===== config.mk =====
export PLATFORM = sky130hd
export DESIGN_NAME = odi_operand_decode_interlock
export DESIGN_NICKNAME = d
export VERILOG_FILES = /design/src/odi_pkg.sv /design/src/odi_operand_decode_interlock.sv
export SDC_FILE = /design/constraint.sdc
export NUM_CORES = 1
export LEC_CHECK = 0
export BUFFER_PORTS_ARGS = -buffer_cell sky130_fd_sc_hd__buf_2
export CORE_MARGIN = 2
export CORE_UTILIZATION = 25
export CTS_CLUSTER_DIAMETER = 60
export CTS_CLUSTER_SIZE = 8
export DETAILED_ROUTE_END_ITERATION = 6
export HOLD_SLACK_MARGIN = 0.12
export PLACE_DENSITY = 0.46
export SLEW_MARGIN = 20
export SYNTH_ARGS = -nofsm -noshare
export SYNTH_HDL_FRONTEND = slang
export SYNTH_SLANG_ARGS = --single-unit
export TNS_END_PERCENT = 50

===== constraint.sdc =====
create_clock -name mclk -period 2.9 [get_ports mclk]
set_clock_uncertainty 0.2 [all_clocks]
set_input_delay 0.58 -clock mclk [delete_from_list [all_inputs] [get_ports mclk]]
set_output_delay 0.58 -clock mclk [all_outputs]
set_load 0.05 [all_outputs]

===== src/odi_pkg.sv =====
// shared constants and types of the operand decode and interlock block
package odi_pkg;

  // ---------------------------------------------------------------
  // clock
  // ---------------------------------------------------------------
  localparam int unsigned CLK_HZ = 10_000_000;

  // ---------------------------------------------------------------
  // register map (byte addresses, one aligned word each)
  // ---------------------------------------------------------------
  localparam logic [7:0]  REG_CTRL     = 8'h00;
  localparam logic [7:0]  REG_STATUS   = 8'h04;
  localparam logic [7:0]  REG_FLAGS    = 8'h08;
  localparam logic [7:0]  REG_OPERAND  = 8'h0c;
  localparam logic [7:0]  REG_INDEX    = 8'h10;
  localparam logic [31:0] CTRL_RESET   = 32'h00000001;
  localparam int unsigned CTRL_ILK_BIT = 0;
  localparam logic [3:0]  FLAGS_RESET  = 4'h0;

  // ---------------------------------------------------------------
  // flag positions inside the four-bit flag vector
  // ---------------------------------------------------------------
  localparam int unsigned FLAG_NEG  = 3;
  localparam int unsigned FLAG_ZERO = 2;
  localparam int unsigned FLAG_OVF  = 1;
  localparam int unsigned FLAG_CARRY = 0;

  // ---------------------------------------------------------------
  // general and dedicated register numbers
  // ---------------------------------------------------------------
  localparam logic [3:0] R13_ALIAS_IDX      = 4'hd;
  localparam logic [3:0] FRAME_POINTER_IDX  = 4'he;
  localparam logic [3:0] STACK_REG_FIFTEEN  = 4'hf;
  localparam logic [2:0] DED_VECTOR_TABLE_BASE    = 3'h0;
  localparam logic [2:0] DED_RETURN_POINTER       = 3'h1;
  localparam logic [2:0] DED_SUPERVISOR_STACK_PTR = 3'h2;
  localparam logic [2:0] DED_USER_STACK_PTR       = 3'h3;
  localparam logic [2:0] DED_MULTIPLY_RESULT_HIGH = 3'h4;
  localparam logic [2:0] DED_MULTIPLY_RESULT_LOW  = 3'h5;

  // ---------------------------------------------------------------
  // address stepping and stall counter reset
  // ---------------------------------------------------------------
  localparam logic [31:0] STEP_WORD     = 32'h00000004;
  localparam logic [31:0] STEP_WORD_NEG = 32'hfffffffc;
  localparam logic [15:0] STALL_CNT_RESET = 16'h0000;

  // ---------------------------------------------------------------
  // types
  // ---------------------------------------------------------------
  typedef enum logic [3:0] {
    IMM_NONE, IMM_S5, IMM_U4, IMM_U5, IMM_S10, IMM_U10, IMM_U8,
    IMM_DIR8, IMM_DIR9, IMM_DIR10, IMM_LABEL9, IMM_LABEL12,
    IMM_DISP10, IMM_DISP9, IMM_DISP8, IMM_UDISP6
  } odi_imm_t;

  typedef enum logic [1:0] {
    AM_NONE, AM_POSTINC, AM_PUSH, AM_POP
  } odi_amode_t;

  typedef enum logic [1:0] {
    CL_PLAIN, CL_LOAD, CL_STACKGRP, CL_MUL
  } odi_class_t;

  typedef enum logic [1:0] {
    FL_CHANGE, FL_KEEP, FL_CLEAR, FL_SET
  } odi_flagop_t;

  typedef enum logic {
    ST_RUN, ST_MEM
  } odi_state_t;

endpackage


===== src/odi_operand_decode_interlock.sv =====
// operand field decode, flag update and pipeline interlock for the cpu core
`timescale 1ns/100ps

module odi_operand_decode_interlock
  import odi_pkg::*;
(
  input  wire logic        mclk,
  input  wire logic        rst,
  // wishbone slave
  input  wire logic [7:0]  wb_adr_i,
  input  wire logic [31:0] wb_dat_i,
  output logic      [31:0] wb_dat_o,
  input  wire logic        wb_we_i,
  input  wire logic [3:0]  wb_sel_i,
  input  wire logic        wb_stb_i,
  input  wire logic        wb_cyc_i,
  output logic             wb_ack_o,
  // instruction issue
  input  wire logic        insnValid,
  output logic             insnReady,
  input  wire logic [15:0] insnWord,
  input  odi_class_t       insnClass,
  input  odi_imm_t         insnImmKind,
  input  odi_amode_t       insnAddrMode,
  input  wire logic        insnFormatA,
  input  wire logic        insnReadsDest,
  input  wire logic        insnReadsSource,
  input  wire logic        insnWritesDest,
  input  wire logic        insnUsesDedicated,
  input  wire logic        insnUsesMem,
  input  wire logic [7:0]  insnFlagOps,
  input  wire logic [3:0]  aluFlags,
  // memory access
  input  wire logic        memReadyPin,
  output logic             memReq,
  output logic             memDone,
  // decoded operands
  output logic             issuePulse,
  output logic [31:0]      operandValue,
  output logic [3:0]       destRegIdx,
  output logic [3:0]       sourceRegIdx,
  output logic [2:0]       dedicatedIdx,
  output logic [3:0]       coprocDestIdx,
  output logic [3:0]       coprocSourceIdx,
  output logic [3:0]       flagsOut,
  // address register stepping
  output logic [3:0]       addrRegIdx,
  output logic [31:0]      addrOffset,
  output logic             regStepEn,
  output logic [3:0]       regStepIdx,
  output logic [31:0]      regStepVal
);

  // ---------------------------------------------------------------
  // helpers
  // ---------------------------------------------------------------
  function automatic logic odiFlag(input logic [1:0] op,
                                   input logic       res,
                                   input logic       cur);
    logic v;
    v = cur;
    case (op)
      FL_CHANGE: v = res;
      FL_KEEP:   v = cur;
      FL_CLEAR:  v = 1'b0;
      default:   v = 1'b1;
    endcase
    return v;
  endfunction

  function automatic logic [31:0] odiExtend(input odi_imm_t   kind,
                                            input logic [15:0] w);
    logic [31:0] v;
    v = 32'h00000000;
    case (kind)
      IMM_S5:      v = {{27{w[8]}}, w[8:4]};
      IMM_U4:      v = {28'h0000000, w[7:4]};
      IMM_U5:      v = {27'h0000000, w[8:4]};
      IMM_S10:     v = {{22{w[7]}}, w[7:0], 2'h0};
      IMM_U10:     v = {22'h000000, w[7:0], 2'h0};
      IMM_U8:      v = {24'h000000, w[7:0]};
      IMM_DIR8:    v = {24'h000000, w[7:0]};
      IMM_DIR9:    v = {23'h000000, w[7:0], 1'h0};
      IMM_DIR10:   v = {22'h000000, w[7:0], 2'h0};
      IMM_LABEL9:  v = {{23{w[7]}}, w[7:0], 1'h0};
      IMM_LABEL12: v = {{20{w[10]}}, w[10:0], 1'h0};
      IMM_DISP10:  v = {{22{w[11]}}, w[11:4], 2'h0};
      IMM_DISP9:   v = {{23{w[11]}}, w[11:4], 1'h0};
      IMM_DISP8:   v = {{24{w[11]}}, w[11:4]};
      IMM_UDISP6:  v = {26'h0000000, w[7:4], 2'h0};
      default:     v = 32'h00000000;
    endcase
    return v;
  endfunction

  function automatic logic odiIsStackPtr(input logic [2:0] d);
    return (d == DED_SUPERVISOR_STACK_PTR) || (d == DED_USER_STACK_PTR);
  endfunction

  function automatic logic odiIsMulReg(input logic [2:0] d);
    return (d == DED_MULTIPLY_RESULT_HIGH) || (d == DED_MULTIPLY_RESULT_LOW);
  endfunction

  // ---------------------------------------------------------------
  // state
  // ---------------------------------------------------------------
  odi_state_t  state_q, state_d;
  logic [31:0] ctrl_q;
  logic [15:0] stallCnt_q;
  logic [3:0]  flags_q;
  logic        ack_q;
  logic        rdySync1_q, rdySync2_q;
  logic        prevLoad_q, prevStack_q, prevMul_q;
  logic [3:0]  prevDest_q;
  logic        issue_q;
  logic [31:0] operand_q;
  logic [3:0]  destIdx_q, srcIdx_q, copD_q, copS_q, addrIdx_q;
  logic [2:0]  dedIdx_q;
  logic [31:0] addrOff_q;
  logic        memReq_q, memDone_q;
  logic        stepPend_q, stepEn_q;
  logic [3:0]  stepIdx_q;
  logic [31:0] stepVal_q;

  // ---------------------------------------------------------------
  // field decode
  // ---------------------------------------------------------------
  // general and coprocessor fields share the nibble layout
  wire logic [3:0] fieldDest = insnWord[3:0];
  wire logic [3:0] fieldSrc  = insnWord[7:4];
  wire logic [2:0] fieldDed  = insnWord[6:4];
  wire logic [31:0] extValue = odiExtend(insnImmKind, insnWord);

  // assembler-only forms arrive already substituted; no opcode here
  wire logic readsPrevDest =
    (insnReadsDest   && (fieldDest == prevDest_q)) ||
    (insnReadsSource && (fieldSrc  == prevDest_q));

  wire logic touchesStack =
    ((insnReadsDest || insnWritesDest) && (fieldDest == STACK_REG_FIFTEEN)) ||
    (insnReadsSource && (fieldSrc == STACK_REG_FIFTEEN)) ||
    (insnUsesDedicated && odiIsStackPtr(fieldDed)) ||
    (insnAddrMode == AM_PUSH) || (insnAddrMode == AM_POP);

  wire logic touchesMul = insnUsesDedicated && odiIsMulReg(fieldDed);

  // ---------------------------------------------------------------
  // interlock
  // ---------------------------------------------------------------
  wire logic ilkEnable = ctrl_q[CTRL_ILK_BIT];
  wire logic hazLoad   = prevLoad_q && readsPrevDest;
  wire logic hazStack  = prevStack_q &&
                         (touchesStack || insnFormatA);
  wire logic hazMul    = prevMul_q && touchesMul;
  wire logic hazard    = ilkEnable && insnValid &&
                         (hazLoad || hazStack || hazMul);
  wire logic running   = (state_q == ST_RUN);
  // one cycle issue when no hazard and no access pending
  wire logic issue     = insnValid && running && !hazard;
  wire logic stallCyc  = running && hazard;
  wire logic accessEnd = (state_q == ST_MEM) && rdySync2_q;

  assign insnReady = running && !hazard;

  always_comb begin
    state_d = state_q;
    case (state_q)
      ST_RUN: begin
        if (issue && insnUsesMem) begin
          state_d = ST_MEM;
        end
      end
      ST_MEM: begin
        if (rdySync2_q) begin
          state_d = ST_RUN;
        end
      end
      default: state_d = ST_RUN;
    endcase
  end

  // ---------------------------------------------------------------
  // flags
  // ---------------------------------------------------------------
  wire logic [3:0] flagsNext = {
    odiFlag(insnFlagOps[7:6], aluFlags[FLAG_NEG],   flags_q[FLAG_NEG]),
    odiFlag(insnFlagOps[5:4], aluFlags[FLAG_ZERO],  flags_q[FLAG_ZERO]),
    odiFlag(insnFlagOps[3:2], aluFlags[FLAG_OVF],   flags_q[FLAG_OVF]),
    odiFlag(insnFlagOps[1:0], aluFlags[FLAG_CARRY], flags_q[FLAG_CARRY])
  };

  // ---------------------------------------------------------------
  // address stepping
  // ---------------------------------------------------------------
  wire logic        amStep  = (insnAddrMode != AM_NONE);
  wire logic [3:0]  amIdx   = (insnAddrMode == AM_POSTINC) ?
                              fieldDest : STACK_REG_FIFTEEN;
  wire logic [31:0] amStepV = (insnAddrMode == AM_PUSH) ?
                              STEP_WORD_NEG : STEP_WORD;
  wire logic [31:0] amOff   = (insnAddrMode == AM_PUSH) ?
                              STEP_WORD_NEG : 32'h00000000;
  // step lands after the access, or right away when none is made
  wire logic stepNow  = (issue && amStep && !insnUsesMem) ||
                        (accessEnd && stepPend_q);

  // ---------------------------------------------------------------
  // sequential core
  // ---------------------------------------------------------------
  always_ff @(posedge mclk) begin
    // ready comes from a pin: two flops before use
    rdySync1_q <= memReadyPin;
    rdySync2_q <= rdySync1_q;
    if (rst) begin
      state_q     <= ST_RUN;
      prevLoad_q  <= 1'b0;
      prevStack_q <= 1'b0;
      prevMul_q   <= 1'b0;
      prevDest_q  <= 4'h0;
      issue_q     <= 1'b0;
      memReq_q    <= 1'b0;
      memDone_q   <= 1'b0;
      flags_q     <= FLAGS_RESET;
      stallCnt_q  <= STALL_CNT_RESET;
      stepPend_q  <= 1'b0;
      stepEn_q    <= 1'b0;
    end else begin
      state_q   <= state_d;
      issue_q   <= issue;
      memDone_q <= accessEnd;
      stepEn_q  <= stepNow;
      if (issue && insnUsesMem) begin
        memReq_q <= 1'b1;
      end else if (accessEnd) begin
        memReq_q <= 1'b0;
      end
      if (issue) begin
        prevLoad_q  <= (insnClass == CL_LOAD);
        prevStack_q <= (insnClass == CL_STACKGRP);
        prevMul_q   <= (insnClass == CL_MUL);
        prevDest_q  <= fieldDest;
        flags_q     <= flagsNext;
      end else if (running) begin
        // a bubble or a stall cycle separates the pair
        prevLoad_q  <= 1'b0;
        prevStack_q <= 1'b0;
        prevMul_q   <= 1'b0;
      end
      if (stallCyc && (stallCnt_q != 16'hffff)) begin
        stallCnt_q <= stallCnt_q + 16'h0001;
      end
      if (issue && amStep && insnUsesMem) begin
        stepPend_q <= 1'b1;
      end else if (accessEnd) begin
        stepPend_q <= 1'b0;
      end
    end
  end

  // data captured only at issue, so a stall has no effect on them
  always_ff @(posedge mclk) begin
    if (rst) begin
      operand_q <= 32'h00000000;
      destIdx_q <= 4'h0;
      srcIdx_q  <= 4'h0;
      dedIdx_q  <= 3'h0;
      copD_q    <= 4'h0;
      copS_q    <= 4'h0;
      addrIdx_q <= 4'h0;
      addrOff_q <= 32'h00000000;
      stepIdx_q <= 4'h0;
      stepVal_q <= 32'h00000000;
    end else if (issue) begin
      operand_q <= extValue;
      destIdx_q <= fieldDest;
      srcIdx_q  <= fieldSrc;
      dedIdx_q  <= fieldDed;
      copD_q    <= insnWord[3:0];
      copS_q    <= insnWord[7:4];
      addrIdx_q <= amIdx;
      addrOff_q <= amOff;
      stepIdx_q <= amIdx;
      stepVal_q <= amStepV;
    end
  end

  // ---------------------------------------------------------------
  // wishbone slave
  // ---------------------------------------------------------------
  wire logic wbReq   = wb_cyc_i && wb_stb_i && !ack_q;
  wire logic hitCtrl = (wb_adr_i == REG_CTRL);
  wire logic hitStat = (wb_adr_i == REG_STATUS);
  wire logic hitFlag = (wb_adr_i == REG_FLAGS);
  wire logic hitOper = (wb_adr_i == REG_OPERAND);
  wire logic hitIdx  = (wb_adr_i == REG_INDEX);
  wire logic [31:0] statusWord = {13'h0000, stepPend_q, memReq_q,
                                  state_q == ST_MEM, stallCnt_q};
  wire logic [31:0] indexWord  = {13'h0000, dedIdx_q, copS_q, copD_q,
                                  srcIdx_q, destIdx_q};
  wire logic [31:0] readMux =
    hitCtrl ? ctrl_q :
    hitStat ? statusWord :
    hitFlag ? {28'h0000000, flags_q} :
    hitOper ? operand_q :
    hitIdx  ? indexWord : 32'h00000000;
  logic [31:0] rdata_q;

  always_ff @(posedge mclk) begin
    if (rst) begin
      ack_q   <= 1'b0;
      ctrl_q  <= CTRL_RESET;
      rdata_q <= 32'h00000000;
    end else begin
      ack_q <= wbReq;
      if (wbReq) begin
        rdata_q <= readMux;
      end
      if (wbReq && wb_we_i && hitCtrl && wb_sel_i[0]) begin
        ctrl_q <= {31'h00000000, wb_dat_i[CTRL_ILK_BIT]};
      end
    end
  end

  // ---------------------------------------------------------------
  // outputs
  // ---------------------------------------------------------------
  assign wb_ack_o        = ack_q;
  assign wb_dat_o        = rdata_q;
  assign memReq          = memReq_q;
  assign memDone         = memDone_q;
  assign issuePulse      = issue_q;
  assign operandValue    = operand_q;
  assign destRegIdx      = destIdx_q;
  assign sourceRegIdx    = srcIdx_q;
  assign dedicatedIdx    = dedIdx_q;
  assign coprocDestIdx   = copD_q;
  assign coprocSourceIdx = copS_q;
  assign flagsOut        = flags_q;
  assign addrRegIdx      = addrIdx_q;
  assign addrOffset      = addrOff_q;
  assign regStepEn       = stepEn_q;
  assign regStepIdx      = stepIdx_q;
  assign regStepVal      = stepVal_q;

endmodule


==> flow_summary.toml, run 1 <==
[power_and_ir_drop]
cellPowerDensity_nw_per_um2 = 500.1
irDropWorstVdd_uv = 239.2
leakagePower_nw = 3.095
power.total_w = 0.003346

[routing]
postRouteAntennaNets = 0
drc = 0
first_pass_iters = 5
wirelength_mm = 18.92
routed_via_density = 4.843
num_vias = 5323
wl_per_cell_um = 17.21
drtIter0Drc = 303

[worst_setup_path]
r2r_setup_slack_ps = 510
cp.required_ps = 2120
worstReg2RegEnd = "stallCnt_q[0]"
r2r_start = "stallCnt_q[1]"
cpMaxStageDelayCell = "a311oi_4"
end_kind = "output pin"
crit_path_cell_trace = "buf_2, o21ai_0, o31ai_2, a311oi_4, a21oi_1, buf_4, a21oi_4, buf_2"
crit_path_frequent_cell = "buf_2"
cpPeakStageDelay_ps = 280
reg2reg_depth = 6
worstPathMaxFanout = 4
worst-endpoint-arrival_ps = 1970
critPathKind = "primary input to output pin"
cp-start-kind = "primary input"

[timing]
setup_viol_count_final = 0
setup_slack_ps = 145.4
max_clock_freq_ghz = 0.3630
period_share = 0.9499
tns_ps = 0
rsz0062_at_grt = "false"
period_needed_ps = 2755
slew_headroom = 0.5206
tightestPinTransition_ps = 718.1
slew_violations = 0
hold_violations = 0

[run]
max-cap-violations = 0

[floorplanning]
die_w_um = 154.3
std_cell_rows = 54
die_y_um = 154.3
initial_utilization = 0.2564
io_pins = 258
core-area_um2 = 22030
dieArea_um2 = 23810

[clock_tree]
cts_hold_buf = 0
numClockSinks = 79
cts_inserted_buffers = 9
clkTransAtPathRegs_ps = 60
cts.repair.resized = 0
worstSkewPairLatency_ps = 350
htreeDepth = 3
clock-root-buffer = "clkbuf_16"
post-cts-setup-buffers = 0
clock_path_buffers = 2
cts_tree = "built"

[hold_path]
hp-class = "primary input to flip-flop"
hp-start = "memReadyPin"
hold_path_end = "rdySync1_q"
min_path_cells = 1

[placed_design]
place_ws_ps = 126.1
port_buffers = 215
dp_hpwl_mm = 14.62
gp_routability_congestion = 0.8415

[final_layout]
layout.nets = 906
drive_above_1_share = 0.3623
num-fill-cells = 2400
area_delta_synth_final_pct = 18.50

[global_route]
grt_max_degree = 61
grt_pass1_vias = 4706
grt_overflow = 0
grt_usage = 0.1543
antenna_found_initial = 2
grt_pass1_wl_mm = 28.15

[logic_synthesis]
ys_types = 62
yosysTopAreaCell = "dfxtp_1"
ys_ff_latch = 79
async_flop_share = 0
yosys_warnings = 0
synthCells = 705
synth_flop_cell = "dfxtp_1"
synth_area_um2 = 5647
netlist_top_cells_area = "dfxtp_1, buf_4, a21oi_1, nand2_1, mux2i_1"
synth_edf_count = 0
ys_seq_area_frac = 0.2801
synth_top_area_share = 0.2801
avgSynthCellArea_um2 = 8.009

[status]
status = "finished, final reports clean"
## kinds of logic after synthesis
logic type | synth area share
AOI/OAI and AO/OA | 0.1934
xor gates and xnor gates | 0.01551
adders and majority gates | 0.002215
buffers and inverters | 0.1930
DFF | 0.2801
muxes | 0.08708
other | 0.0006641
and+or+nand+nor | 0.2280
## Yosys cell counts, types with 3 or more instances
| cell type | count |
|---|---|
| nor3b_1 | 5 |
| nand3_1 | 31 |
| clkbuf_1 | 31 |
| inv_1 | 14 |
| o21bai_1 | 4 |
| a22oi_1 | 12 |
| mux2i_1 | 21 |
| nand2_1 | 57 |
| o22ai_1 | 4 |
| a21oi_1 | 48 |
| a21o_1 | 10 |
| a2bb2oi_1 | 3 |
| nor2b_1 | 28 |
| a31oi_1 | 8 |
| and3b_1 | 5 |
| a311o_1 | 5 |
| nand4_1 | 16 |
| o31ai_1 | 10 |
| dfxtp_1 | 79 |
| nand4b_1 | 3 |
| nor2_1 | 44 |
| nand2b_1 | 20 |
| buf_4 | 111 |
| and3_1 | 6 |
| xnor2_1 | 9 |
| mux2_1 | 9 |
| and4_1 | 3 |
| nor3_1 | 7 |
| buf_2 | 13 |
| a221oi_1 | 3 |
| nand3b_1 | 4 |
| o311ai_0 | 3 |
| o21ai_0 | 26 |
| mux2_2 | 16 |
## metal layers
| metal | wire [µm] | GRT usage |
|---|---|---|
| met5 | 0 | 0 |
| met4 | 325 | 0.04850 |
| met3 | 1245 | 0.03222 |
| met2 | 8561 | 0.2486 |
| met1 | 8784 | 0.2072 |
## worst max-delay path by stage
stage | startpoint | endpoint | slack, ps | depth (start not counted)
floorplan | insnWord[7] | insnReady | 100 | 7
global placement | insnAddrMode[1] | insnReady | 110 | 8
detailed placement | insnAddrMode[1] | insnReady | 130 | 8
CTS | coprocDestIdx[2] | insnReady | 110 | 7
global route | coprocDestIdx[2] | insnReady | 70 | 7
finish | insnAddrMode[1] | insnReady | 150 | 8
## cell usage in the layout (no fill, tap or decap), types with 4 or more instances in the layout
cell and n:
nand3_1 31, buf_4 32, clkbuf_16 9, a311o_1 5, buf_2 215, o21bai_1 4, mux2i_1 21, dfxtp_1 79
inv_1 14, a21o_1 10, xnor2_1 9, o21ai_0 26, o31ai_1 10, o22ai_1 4, a31oi_1 8, nand4_1 16
and3_1 6, mux2_1 9, nand2b_1 20, nor3_1 7, a21oi_1 47, nand2_1 57, nand3b_1 4, and3b_1 5
mux2_2 16, conb_1 4, a22oi_1 12, nor2_1 44, nor3b_1 5, nor2b_1 28
## critical path: cells and delay by family
kind,cells,cell delay (ps)
buffers and inverters,3,560
AO/OA/AOI/OAI,5,840
## power breakdown
part | leakage (nW) | total, W | internal (W) | switching, W
Combinational | 2.29 | 0.000900 | 0.000239 | 0.000662
Sequential | 0.643 | 0.00118 | 0.00113 | 0.0000554
Clock | 0.157 | 0.00126 | 0.000765 | 0.000499
## sequential cells by signal, indices dropped and copies added, names as in the netlist
| signal | flops |
|---|---|
| operandValue | 12 |
| stepPend_q | 1 |
| prevStack_q | 1 |
| rdySync2_q | 1 |
| stallCnt_q | 16 |
| wb_dat_o | 20 |
| issuePulse | 1 |
| regStepIdx | 4 |
| state_q | 1 |
| rdySync1_q | 1 |
| addrOffset | 1 |
| regStepVal | 1 |
| prevMul_q | 1 |
| ctrl_q | 1 |
| memReq | 1 |
| prevLoad_q | 1 |
| coprocSourceIdx | 4 |
| coprocDestIdx | 4 |
| regStepEn | 1 |
| flagsOut | 4 |
| memDone | 1 |
| wb_ack_o | 1 |
## layout make-up
class	count	area (µm²)	share of cell area
Antenna cell	2	5.005	0.0007479
Clock buffer	9	225.2	0.03366
Clock inverter	7	102.6	0.01533
Inverter	14	52.55	0.007853
Multi-Input combinational cell	458	2998	0.4480
Sequential cell	79	1582	0.2364
Tap cell	280	350.3	0.05236
Timing Repair Buffer	250	1376	0.2057
## per-stage QoR
| stage | util | cells | instance area, µm² | hold WS [ps] |
|---|---|---|---|---|
| 2_1_floorplan | - | 708 | 5669 | 109.6 |
| 3_3_place_gp | 0.2887 | 1081 | 6359 | 139.5 |
| 3_5_place_dp | 0.2887 | 1081 | 6359 | 130.0 |
| 4_1_cts | 0.3036 | 1097 | 6686 | 123.2 |
| 5_1_grt | 0.3036 | 1097 | 6686 | 122.0 |
| 6_report | 0.3038 | 1099 | 6691 | 132.4 |
No activity file was read; power rests on OpenSTA's default activity.
==> inputs of run 2 (changes only) <==
--- a/config.mk
+++ b/config.mk
@@ -13,6 +13,7 @@
 export DETAILED_ROUTE_END_ITERATION = 6
 export HOLD_SLACK_MARGIN = 0.12
 export PLACE_DENSITY = 0.46
+export RECOVER_POWER = 50
 export SLEW_MARGIN = 20
 export SYNTH_ARGS = -nofsm -noshare
 export SYNTH_HDL_FRONTEND = slang
==> run 2 against run 1 <==
Compared with the run above: clock-buffer cell count is the same; worst setup slack gained 5.1 ps; hold slack is essentially flat; first-iteration DRC count grew 2.6%; final cell count is the same; critical path depth is the same; core utilization shrank 0.66 points; power shrank 0.58%; fmax grew 0.18%; register-to-register slack is essentially flat; combinational power shrank 2%; sequential cell count is the same; critical endpoint is now wb_dat_o[6]; largest cell class unchanged.
==> flow_summary.toml, run 2 (same netlist as run 1, synthesis figures left out) <==
[routing]
first_pass_iters = 5
drtIter0Drc = 311
wirelength_mm = 19.03
num_vias = 5297
routed_via_density = 4.820
wl_per_cell_um = 17.32
drc = 0
postRouteAntennaNets = 0

[worst_setup_path]
critPathKind = "primary input to flip-flop"
worstPathMaxFanout = 8
cp-start-kind = "primary input"
crit_path_frequent_cell = "clkbuf_1"
end_kind = "flip-flop"
cp.required_ps = 2980
cpMaxStageDelayCell = "nor4_1"
reg2reg_depth = 6
worst-endpoint-arrival_ps = 2820
cpPeakStageDelay_ps = 760
crit_path_cell_trace = "buf_2, nor4_1, clkbuf_1, and3_1, clkbuf_1, a22oi_1, a21o_1, a21oi_1"

[global_route]
grt_usage = 0.1543
grt_pass1_vias = 4706
antenna_found_initial = 2
grt_max_degree = 61
grt_overflow = 0
grt_pass1_wl_mm = 28.15

[placed_design]
gp_routability_congestion = 0.8415
port_buffers = 215
dp_hpwl_mm = 14.62

[final_layout]
mostFrequentLayoutCells = "buf_2, clkbuf_1, dfxtp_1"
largest_register_ffs = 20
final_common_cell = "buf_2"
drive_above_1_share = 0.2448
layout.nets = 906
num-fill-cells = 2450
area.sequential_um2 = 1582
area_delta_synth_final_pct = 15.93
multi_input_area_um2 = 2978

[run]
max-cap-violations = 0

[power_and_ir_drop]
irDropWorstVdd_uv = 239.2
leakagePower_nw = 2.703
cellPowerDensity_nw_per_um2 = 508.2
power.total_w = 0.003327

[hold_path]
min_path_cells = 1
hp-class = "primary input to flip-flop"

[floorplanning]
dieArea_um2 = 23810
die_y_um = 154.3
io_pins = 258
die_w_um = 154.3
initial_utilization = 0.2564
std_cell_rows = 54
core-area_um2 = 22030

[timing]
tns_ps = 0
tightestPinTransition_ps = 881.8
period_share = 0.9481
setup_viol_count_final = 0
rsz0062_at_grt = "false"
max_clock_freq_ghz = 0.3637
hold_violations = 0
slew_violations = 0
slew_headroom = 0.4067
period_needed_ps = 2750

[clock_tree]
worstSkewPairLatency_ps = 350
clock_path_buffers = 2
numClockSinks = 79
htreeDepth = 3
cts.repair.resized = 0
clock-root-buffer = "clkbuf_16"
post-cts-setup-buffers = 0
cts_hold_buf = 0
clkTransAtPathRegs_ps = 60
cts_tree = "built"
cts_inserted_buffers = 9

[status]
status = "finished, final reports clean"
-- run 2: cell type report --
| class | count | area share |
|---|---|---|
| timing repair buffer | 250 | 0.1911 |
| multi-input combinational | 458 | 0.4549 |
| clock buffer | 9 | 0.03440 |
| inverter | 14 | 0.008028 |
| clock inverter | 7 | 0.01567 |
| sequential | 79 | 0.2416 |
| antenna | 2 | 0.0007645 |
| tap | 280 | 0.05352 |
-- run 2: layer usage --
layer | wire [µm] | GRT usage | part of all wire
met2 | 8588 | 0.2486 | 0.45
met5 | 0 | 0 | 0
met3 | 1284 | 0.03222 | 0.067
met1 | 8856 | 0.2072 | 0.47
met4 | 303 | 0.04850 | 0.016
-- run 2: where the power goes --
part           internal [W]  switching (W)
clock              0.000765       0.000496
combinational      0.000221       0.000660
sequential          0.00113      0.0000572
-- run 2: worst max-delay path: cells and delay by family --
kind | cells | cell delay, ps
buf+inv | 3 | 690
compound gates | 3 | 580
simple gates | 2 | 970
-- run 2: final timing paths --
check                 from       endpoint  slack [ps]
max            wb_adr_i[4]    wb_dat_o[6]         150
min reg2reg     rdySync1_q     rdySync2_q         140
min            memReadyPin     rdySync1_q         130
max reg2reg  stallCnt_q[1]  stallCnt_q[0]         520
-- run 2: per-stage QoR --
stage | setup WS (ps) | std cells | hold slack, ps | utilization | area (µm²)
after floorplan | 103.3 | 708 | 109.6 | - | 5669
after global placement | 109.6 | 1081 | 139.5 | 0.2887 | 6359
after detailed placement | 126.1 | 1081 | 130.0 | 0.2887 | 6359
after CTS | 106.2 | 1097 | 123.2 | 0.3036 | 6686
after global routing | 46.64 | 1097 | 122.0 | 0.2970 | 6541
final | 150.5 | 1099 | 132.1 | 0.2972 | 6546
